===== src/inc/power_mode_pkg.sv =====
// constants, modes and register map of the power mode controller
//------------------------------------------------------------------
// Summary of operation
//------------------------------------------------------------------
// Summary of operation
// - oscillator input divided by two for internal states
// - idle stops cpu, peripherals keep running
// - idle keeps ram and function registers unchanged
// - enabled interrupt or reset ends idle
// - reset from idle: ram writes blocked, ports not
// - power down stops oscillator, last instruction executed
// - power down keeps ram and function registers
// - reset ends power down, reinits registers, keeps ram
// - external interrupt wake keeps registers and ram
// - level wake pin low restarts oscillator, high exits
// - after wake handler, continue after power down instruction
// - strobes high in idle, low in power down
// - emulation state floats port0, weak pulls, oscillator runs
// - only a normal reset leaves emulation state
// - reset pin high two machine cycles resets
// - address strobe at osc/6, skip on data access
package power_mode_pkg;

	//------------------------------------------------------------------
	// register map (byte addresses, one word each)
	//------------------------------------------------------------------
	localparam int unsigned ADDR_W = 8;
	localparam int unsigned DATA_W = 32;
	localparam logic [7:0] PCON_OFS = 8'h00;
	localparam logic [7:0] WAKE_CFG_OFS = 8'h04;
	localparam logic [7:0] STATUS_OFS = 8'h08;

	//------------------------------------------------------------------
	// field positions and reset values
	//------------------------------------------------------------------
	localparam int unsigned PCON_IDLE_BIT = 0;
	localparam int unsigned PCON_PDOWN_BIT = 1;
	localparam logic [1:0] PCON_RESET = 2'h0;
	localparam int unsigned WAKE_EN_LSB = 0;
	localparam int unsigned WAKE_LVL_LSB = 2;
	localparam logic [3:0] WAKE_CFG_RESET = 4'h0;
	localparam int unsigned STAT_MODE_LSB = 0;
	localparam int unsigned STAT_RESET_BIT = 3;
	localparam int unsigned STAT_RAMBLK_BIT = 4;
	localparam int unsigned STAT_ONCE_BIT = 5;

	//------------------------------------------------------------------
	// timing counts, in internal states (two oscillator periods each)
	//------------------------------------------------------------------
	localparam logic [2:0] STATES_PER_MC = 3'h6;
	localparam logic [3:0] RESET_MC = 4'h2;
	localparam logic [3:0] RESET_STATES = 4'(4'(STATES_PER_MC) * RESET_MC);
	localparam logic [2:0] ALE_STATE_A = 3'h0;
	localparam logic [2:0] ALE_STATE_B = 3'h3;

	//------------------------------------------------------------------
	// operating modes
	//------------------------------------------------------------------
	typedef enum logic [2:0] {
		st_run,
		st_idle,
		st_pdown,
		st_pd_wake,
		st_once
	} pmode_t;

endpackage : power_mode_pkg


===== src/logic/mcu_power_mode_control.sv =====
// idle, power down and emulation state control with apb registers
`timescale 1ns/1ps

module mcu_power_mode_control
	import power_mode_pkg::*;
(
	input logic ref_clk,
	input logic rst,
	// apb slave
	input logic psel,
	input logic penable,
	input logic pwrite,
	input logic [ADDR_W-1:0] paddr,
	input logic [DATA_W-1:0] pwdata,
	output logic [DATA_W-1:0] prdata,
	output logic pready,
	output logic pslverr,
	// oscillator
	input logic osc_input,
	output logic osc_output,
	// pins and system inputs
	input logic reset_pin,
	input logic ext_irq_zero_n,
	input logic ext_irq_one_n,
	input logic irq_pending,
	input logic xdata_access,
	input logic ext_prog_mem,
	input logic ale_i,
	output logic ale_o,
	output logic ale_oe,
	input logic program_fetch_strobe_i,
	output logic program_fetch_strobe_o,
	output logic program_fetch_strobe_oe,
	// core control
	output logic state_en,
	output logic cpu_run,
	output logic periph_run,
	output logic ram_write_en,
	output logic special_function_regs_wr_en,
	output logic special_function_regs_reinit,
	output logic resume_next,
	output logic port0_float,
	output logic port2_addr_sel,
	output logic port_hold,
	output logic port_weak_pull,
	output logic once_active
);

	//------------------------------------------------------------------
	// declarations
	//------------------------------------------------------------------
	pmode_t mode_q, mode_d;
	logic osc_in_q;
	logic div_q;
	logic osc_run;
	logic osc_rise;
	logic osc_out_q;
	logic [2:0] state_idx_q;
	logic [3:0] rst_cnt_q;
	logic int_reset_q;
	logic once_arm_q;
	logic ram_block_q;
	logic resume_q;
	logic ale_q, ale_d;
	logic pfs_q, pfs_d;
	logic [1:0] pcon_q;
	logic [3:0] cfg_q;
	logic [DATA_W-1:0] prdata_q;
	logic [1:0] ext_irq_pin_n;
	logic [1:0] wake_line;
	logic wake_low;
	logic in_idle, in_pd, in_once;
	logic fetch_state, ale_state;
	logic wr_en, setup_rd;
	logic hit_pcon, hit_cfg, hit_stat, hit_any;
	logic [DATA_W-1:0] rd_word;
	logic [DATA_W-1:0] stat_word;
	logic leave_pd_irq;

	//------------------------------------------------------------------
	// oscillator and divide-by-two state clock
	//------------------------------------------------------------------
	assign osc_run = (mode_q != st_pdown);
	assign osc_rise = osc_run & osc_input & ~osc_in_q;
	assign state_en = osc_rise & div_q;

	always_ff @(posedge ref_clk or posedge rst) begin
		if (rst) begin
			osc_in_q <= 1'b0;
			div_q <= 1'b0;
			osc_out_q <= 1'b0;
		end else begin
			osc_in_q <= osc_input;
			osc_out_q <= osc_run & ~osc_input;
			if (osc_rise) begin
				div_q <= ~div_q;
			end
		end
	end

	assign osc_output = osc_out_q;

	always_ff @(posedge ref_clk or posedge rst) begin
		if (rst) begin
			state_idx_q <= 3'h0;
		end else if (state_en) begin
			state_idx_q <= (state_idx_q == STATES_PER_MC - 3'h1) ? 3'h0 : state_idx_q + 3'h1;
		end
	end

	//------------------------------------------------------------------
	// reset pin qualification and emulation entry
	//------------------------------------------------------------------
	always_ff @(posedge ref_clk or posedge rst) begin
		if (rst) begin
			rst_cnt_q <= 4'h0;
			int_reset_q <= 1'b0;
			once_arm_q <= 1'b0;
		end else begin
			if (!reset_pin) begin
				rst_cnt_q <= 4'h0;
			end else if (state_en && rst_cnt_q != RESET_STATES) begin
				rst_cnt_q <= rst_cnt_q + 4'h1;
			end
			int_reset_q <= reset_pin && (rst_cnt_q == RESET_STATES);
			if (!int_reset_q) begin
				once_arm_q <= 1'b0;
			end else begin
				once_arm_q <= !ale_i && program_fetch_strobe_i;
			end
		end
	end

	//------------------------------------------------------------------
	// wake lines: enabled and level-sensitive external pins
	//------------------------------------------------------------------
	assign ext_irq_pin_n = {ext_irq_one_n, ext_irq_zero_n};

	for (genvar gi = 0; gi < 2; gi++) begin : g_wake
		assign wake_line[gi] = cfg_q[WAKE_EN_LSB+gi] & cfg_q[WAKE_LVL_LSB+gi]
			& ~ext_irq_pin_n[gi];
	end

	assign wake_low = |wake_line;

	//------------------------------------------------------------------
	// mode state machine
	//------------------------------------------------------------------
	always_comb begin
		mode_d = mode_q;
		case (mode_q)
			st_run: begin
				if (pcon_q[PCON_PDOWN_BIT]) begin
					mode_d = st_pdown;
				end else if (pcon_q[PCON_IDLE_BIT]) begin
					mode_d = st_idle;
				end
			end
			st_idle: begin
				if (reset_pin || irq_pending) begin
					mode_d = st_run;
				end
			end
			st_pdown: begin
				if (reset_pin || wake_low) begin
					mode_d = st_pd_wake;
				end
			end
			st_pd_wake: begin
				if (!reset_pin && !wake_low) begin
					mode_d = st_run;
				end
			end
			st_once: begin
				mode_d = st_once;
			end
			default: begin
				mode_d = st_run;
			end
		endcase
		if (int_reset_q) begin
			mode_d = (!reset_pin && once_arm_q && !ale_i) ? st_once : st_run;
		end
	end

	assign leave_pd_irq = (mode_q == st_pd_wake) && !reset_pin && !wake_low && !int_reset_q;

	always_ff @(posedge ref_clk or posedge rst) begin
		if (rst) begin
			mode_q <= st_run;
			ram_block_q <= 1'b0;
			resume_q <= 1'b0;
		end else begin
			mode_q <= mode_d;
			ram_block_q <= ((mode_q == st_idle) && reset_pin)
				|| (ram_block_q && reset_pin && !int_reset_q);
			resume_q <= leave_pd_irq;
		end
	end

	//------------------------------------------------------------------
	// core control outputs
	//------------------------------------------------------------------
	assign in_idle = (mode_q == st_idle);
	assign in_pd = (mode_q == st_pdown) || (mode_q == st_pd_wake);
	assign in_once = (mode_q == st_once);

	assign cpu_run = (mode_q == st_run) && !int_reset_q;
	assign periph_run = !in_pd;
	assign special_function_regs_wr_en = cpu_run;
	assign ram_write_en = cpu_run && !ram_block_q;
	assign special_function_regs_reinit = int_reset_q;
	assign resume_next = resume_q;
	assign once_active = in_once;

	//------------------------------------------------------------------
	// external bus pins per mode
	//------------------------------------------------------------------
	assign ale_state = (state_idx_q == ALE_STATE_A) || (state_idx_q == ALE_STATE_B);
	assign fetch_state = !ale_state;

	always_comb begin
		if (in_idle) begin
			ale_d = 1'b1;
			pfs_d = 1'b1;
		end else if (in_pd) begin
			ale_d = 1'b0;
			pfs_d = 1'b0;
		end else begin
			ale_d = ale_state && !(xdata_access && state_idx_q == ALE_STATE_A);
			pfs_d = !(ext_prog_mem && fetch_state && !xdata_access);
		end
	end

	always_ff @(posedge ref_clk or posedge rst) begin
		if (rst) begin
			ale_q <= 1'b0;
			pfs_q <= 1'b1;
		end else begin
			ale_q <= ale_d;
			pfs_q <= pfs_d;
		end
	end

	assign ale_o = ale_q;
	assign program_fetch_strobe_o = pfs_q;
	assign ale_oe = !in_once && !int_reset_q;
	assign program_fetch_strobe_oe = !in_once;
	assign port0_float = in_once || ((in_idle || in_pd) && ext_prog_mem);
	assign port2_addr_sel = ext_prog_mem && !in_pd && !in_once;
	assign port_hold = in_idle || in_pd;
	assign port_weak_pull = in_once;

	//------------------------------------------------------------------
	// apb register slave, zero wait states
	//------------------------------------------------------------------
	assign hit_pcon = (paddr == PCON_OFS);
	assign hit_cfg = (paddr == WAKE_CFG_OFS);
	assign hit_stat = (paddr == STATUS_OFS);
	assign hit_any = hit_pcon || hit_cfg || hit_stat;
	assign wr_en = psel && penable && pwrite;
	assign setup_rd = psel && !penable && !pwrite;
	assign pready = 1'b1;
	assign pslverr = psel && penable && !hit_any;

	assign stat_word = DATA_W'({in_once, ram_block_q, int_reset_q, 3'(mode_q)});
	assign rd_word = hit_pcon ? DATA_W'(pcon_q)
		: hit_cfg ? DATA_W'(cfg_q)
		: hit_stat ? stat_word
		: '0;

	always_ff @(posedge ref_clk or posedge rst) begin
		if (rst) begin
			pcon_q <= PCON_RESET;
			cfg_q <= WAKE_CFG_RESET;
			prdata_q <= '0;
		end else begin
			if (int_reset_q) begin
				pcon_q <= PCON_RESET;
				cfg_q <= WAKE_CFG_RESET;
			end else begin
				if (wr_en && hit_pcon) begin
					pcon_q <= pwdata[1:0];
				end else if ((in_idle || in_pd) && mode_d == st_run) begin
					pcon_q <= PCON_RESET;
				end
				if (wr_en && hit_cfg) begin
					cfg_q <= pwdata[3:0];
				end
			end
			if (setup_rd) begin
				prdata_q <= rd_word;
			end
		end
	end

	assign prdata = prdata_q;

	//------------------------------------------------------------------
	// checks
	//------------------------------------------------------------------
	localparam int RESET_MIN_CYC = 40;
	logic [6:0] hi_cnt_q;

	always_ff @(posedge ref_clk or posedge rst) begin
		if (rst) begin
			hi_cnt_q <= 7'h00;
		end else if (!reset_pin) begin
			hi_cnt_q <= 7'h00;
		end else if (hi_cnt_q != 7'h7F) begin
			hi_cnt_q <= hi_cnt_q + 7'h01;
		end
	end
endmodule : mcu_power_mode_control


===== config.mk =====
export PLATFORM = sky130hd
export DESIGN_NAME = mcu_power_mode_control
export DESIGN_NICKNAME = d
export VERILOG_FILES = /design/src/inc/power_mode_pkg.sv /design/src/logic/mcu_power_mode_control.sv
export SDC_FILE = /design/constraint.sdc
export NUM_CORES = 1
export LEC_CHECK = 0
export BUFFER_PORTS_ARGS = -buffer_cell sky130_fd_sc_hd__buf_2
export CAP_MARGIN = 20
export CELL_PAD_IN_SITES_DETAIL_PLACEMENT = 1
export CELL_PAD_IN_SITES_GLOBAL_PLACEMENT = 1
export CORE_MARGIN = 5
export CORE_UTILIZATION = 28
export DETAILED_ROUTE_END_ITERATION = 8
export PLACE_DENSITY = 0.76
export SYNTH_ARGS = -nofsm -noshare
export SYNTH_HDL_FRONTEND = slang
export SYNTH_SLANG_ARGS = --single-unit

===== constraint.sdc =====
create_clock -name ref_clk -period 1.3 [get_ports ref_clk]
set_input_delay 0 -clock ref_clk [delete_from_list [all_inputs] [get_ports ref_clk]]
set_output_delay 0 -clock ref_clk [all_outputs]
set_load 0.01 [all_outputs]

==> flow_summary_export.csv <==
group,metric,value,unit
outcome,status,"finished with violations",
outcome,violations,"negative setup slack",
floorplanning,core_area,0.00635,sq mm
placed_design,hpwl,3830,um
synth,ys_seq_area_share,42.4,%
detailed_routing,via_per_inst,4.49,
cells_and_area,antenna_cells,0,
timing,hold_viol,0,
global_route,grt_overflow_total,0,
detailed_routing,drt_iter0_drc,77,
global_route,grt_use_met1,14.9,%
floorplanning,io_pins,105,
timing,setup_ws,-0.231,ns
timing,max_freq,653,MHz
synth,ys_ff_latch,31,
floorplanning,dieArea,0.00826,sq mm
clocking,clkLatencyLatePin,0.28,ns
synth,synth.avg_cell_area,9.30,sq um
hold_path,min_from,"xdata_access",
detailed_routing,ant_nets,0,
cells_and_area,n_fill_cell,745,
placed_design,place_inst,343,
clocking,cts-root-buf,"clkbuf_8",
clocking,numCtsBuffers,5,
global_route,grt_max_degree,32,
cells_and_area,final_common_cell,"buf_2",
setup_path,start_kind,"flop",
setup_path,critical_path_class,"reg2reg",
power,p_leak,1.32,nW
synth,synth_area,0.00183,sq mm
setup_path,end_kind,"flop",
cells_and_area,fin_nets,350,
placed_design,portBuffers,49,
global_route,first_global_vias,1776,
placed_design,globalplace.congestion,0.852,
power,p_per_area,1030,mW/mm^2
clocking,tritoncts,"yes",
detailed_routing,drc,0,
setup_path,required,1.47,ns
setup_path,startpoint,"mode_q[1]$_DFF_PP0_",
timing,finClkSkew,0.00737,ns
synth,yosysWarnings,0,
cells_and_area,layout-drive-gt1-share,41.8,%
timing,rsz0062_at_grt,"yes",
cells_and_area,final_cell_mix,"buf_2, buf_4, conb_1, dfrtp_1, nor2_1",
global_route,use_met3,2.00,%
synth,syn_inst,197,
detailed_routing,num_vias,1667,
timing,maxSlewViolCount,0,
detailed_routing,routed_wirelength,5350,um
run,maxCapViolCount,0,
detailed_routing,wl_per_cell,14.4,um
setup_path,ff2ff_setup_slack,-0.23,ns
cells_and_area,finish.utilization,41.2,%
global_route,antenna_found_initial,0,
timing,min_period,1.53,ns
floorplanning,num_rows,29,
floorplanning,die_y,90.9,um
detailed_routing,dr.pass1.iters,4,
global_route,grt_use_total,12.5,%
cells_and_area,fin_cells,371,
global_route,use_met2,21.9,%
global_route,grt_pass1_wl,8490,um
clocking,cts.path.max_buffers,2,
cells_and_area,layout-area-overhead-vs-synth,42.8,%
clocking,cts_max_level,2,
clocking,cts.sinks,31,
timing,fin_crit_sh,118,%
timing,setup_violations,15,
setup_path,crit_fanout,5,
setup_path,crit-reg2reg-launch,"mode_q[1]$_DFF_PP0_",
synth,synth_cell_type_count,45,
floorplanning,die_x,90.9,um
global_route,grt_most_used_layer,"met2",
clocking,cts.clk_slew.worst_paths,0.07,ns
hold_path,hold_path_class,"in2reg",
floorplanning,initial_utilization,28.8,%
power,ir_drop,0.671,mV
setup_path,worstPathArrival,1.70,ns
## per-layer routing
layer	up-vias	wire [um]
li1	799	-
met1	801	2170
met2	56	2760
met3	11	280
met4	0	131
met5	-	0
## power breakdown
| part | leakage [nW] | internal (mW) | switching, mW |
|---|---|---|---|
| sequential | 0.408 | 1.07 | 0.0768 |
| clock | 0.0482 | 0.427 | 0.362 |
| combinational | 0.867 | 0.374 | 0.386 |
| total | 1.32 | 1.87 | 0.825 |
## worst paths after layout
check / to / cells after the start
max in group asynchronous: program_fetch_strobe_o$_DFF_PP1_ / 4
setup / recovery: rst_cnt_q[3]$_DFFE_PP0P_ / 5
min in group asynchronous: pcon_q[1]$_DFFE_PP0P_ / 4
setup reg to reg: rst_cnt_q[3]$_DFFE_PP0P_ / 5
hold reg to reg: prdata[2]$_DFFE_PP0P_ / 2
hold / removal: program_fetch_strobe_o$_DFF_PP1_ / 3
## critical path, cell delays in order, from the launching register on
cell and delay, ns:
dfrtp_2 0.44, nor3b_4 0.19, nor3b_4 0.28, nand4_1 0.18
xor2_1 0.24, nor2_1 0.08
## area by class of cell
cell class / count / area, sq um / area share [%]
sequential: 31 / 782 / 29.9
clock inverter: 1 / 5.00 / 0.191
inverter: 12 / 45.0 / 1.72
clock buffer: 7 / 86.3 / 3.30
tap: 77 / 96.3 / 3.68
timing repair buffer: 96 / 658 / 25.2
multi-input combinational: 147 / 942 / 36.0
## logic make-up after synthesis
kind of cell             Yosys count  synth area share [%]
AO/OA/AOI/OAI                     24                  8.26
adder cells (fa/ha/maj)            3                  2.05
other                              2                 0.410
multiplexers                       8                  4.44
XOR/XNOR                           5                  2.39
flip-flops                        31                  42.4
buffers and inverters             44                  15.8
AND/OR/NAND/NOR                   80                  24.2
## synth_stat cells (all sizes together)
master | count | area, sq um
xnor2 | 1 | 8.76
inv | 12 | 45.0
nor2b | 2 | 20.0
or2 | 1 | 6.26
o21bai | 1 | 7.51
nor3b | 3 | 38.8
and2 | 3 | 18.8
dfstp | 1 | 26.3
nand3 | 5 | 37.5
o22ai | 1 | 6.26
and3 | 3 | 18.8
or3 | 1 | 6.26
o2111a | 1 | 11.3
nand2 | 21 | 78.8
nor4 | 3 | 18.8
nand3b | 3 | 22.5
nand4 | 4 | 25.0
or3b | 1 | 8.76
o31ai | 4 | 30.0
a31oi | 2 | 12.5
and4 | 1 | 8.76
mux2i | 7 | 70.1
mux2 | 1 | 11.3
and2b | 1 | 7.51
dfrtp | 30 | 751
nor3 | 1 | 10.0
o21ai | 7 | 35.0
nand2b | 2 | 12.5
ha | 3 | 37.5
nor2 | 25 | 104
conb | 2 | 7.51
a22oi | 2 | 15.0
a21oi | 5 | 25.0
a41oi | 1 | 8.76
buf | 32 | 245
xor2 | 4 | 35.0
## stage by stage
| stage | TNS [ns] | hold slack [ns] | cell area, sq um | power (mW) | setup WS (ns) |
|---|---|---|---|---|---|
| after floorplan | -0.109 | 0.0314 | 1950 | 1.56 | -0.0523 |
| after global placement | -0.0543 | 0.112 | 2250 | 1.73 | -0.0243 |
| after detailed placement | -0.342 | 0.111 | 2250 | 1.77 | -0.105 |
| after CTS | -1.15 | 0.0227 | 2540 | 2.66 | -0.147 |
| after global routing | -2.67 | 0.0582 | 2620 | 2.85 | -0.294 |
| final | -1.39 | 0.0311 | 2620 | 2.69 | -0.231 |
## flip-flops by register name (all words and copies together), names as in the netlist
register,count
ale_o,1
cfg_q,4
div_q,1
mode_q,3
once_arm_q,1
osc_in_q,1
osc_output,1
pcon_q,2
prdata,6
program_fetch_strobe_o,1
ram_block_q,1
resume_next,1
rst_cnt_q,4
special_function_regs_reinit,1
state_idx_q,3
## repair_timing
action / CTS / global route
gates resized for setup: 19 / 8
hold buffers: 9 / 0
endpoints found under the setup margin: 19 / 23
hold endpoints to repair: 40 / 0
pin swaps: 5 / 11
cloned: 0 / 0
setup buffers: 5 / 6
Power figures use the tool's default switching activity.
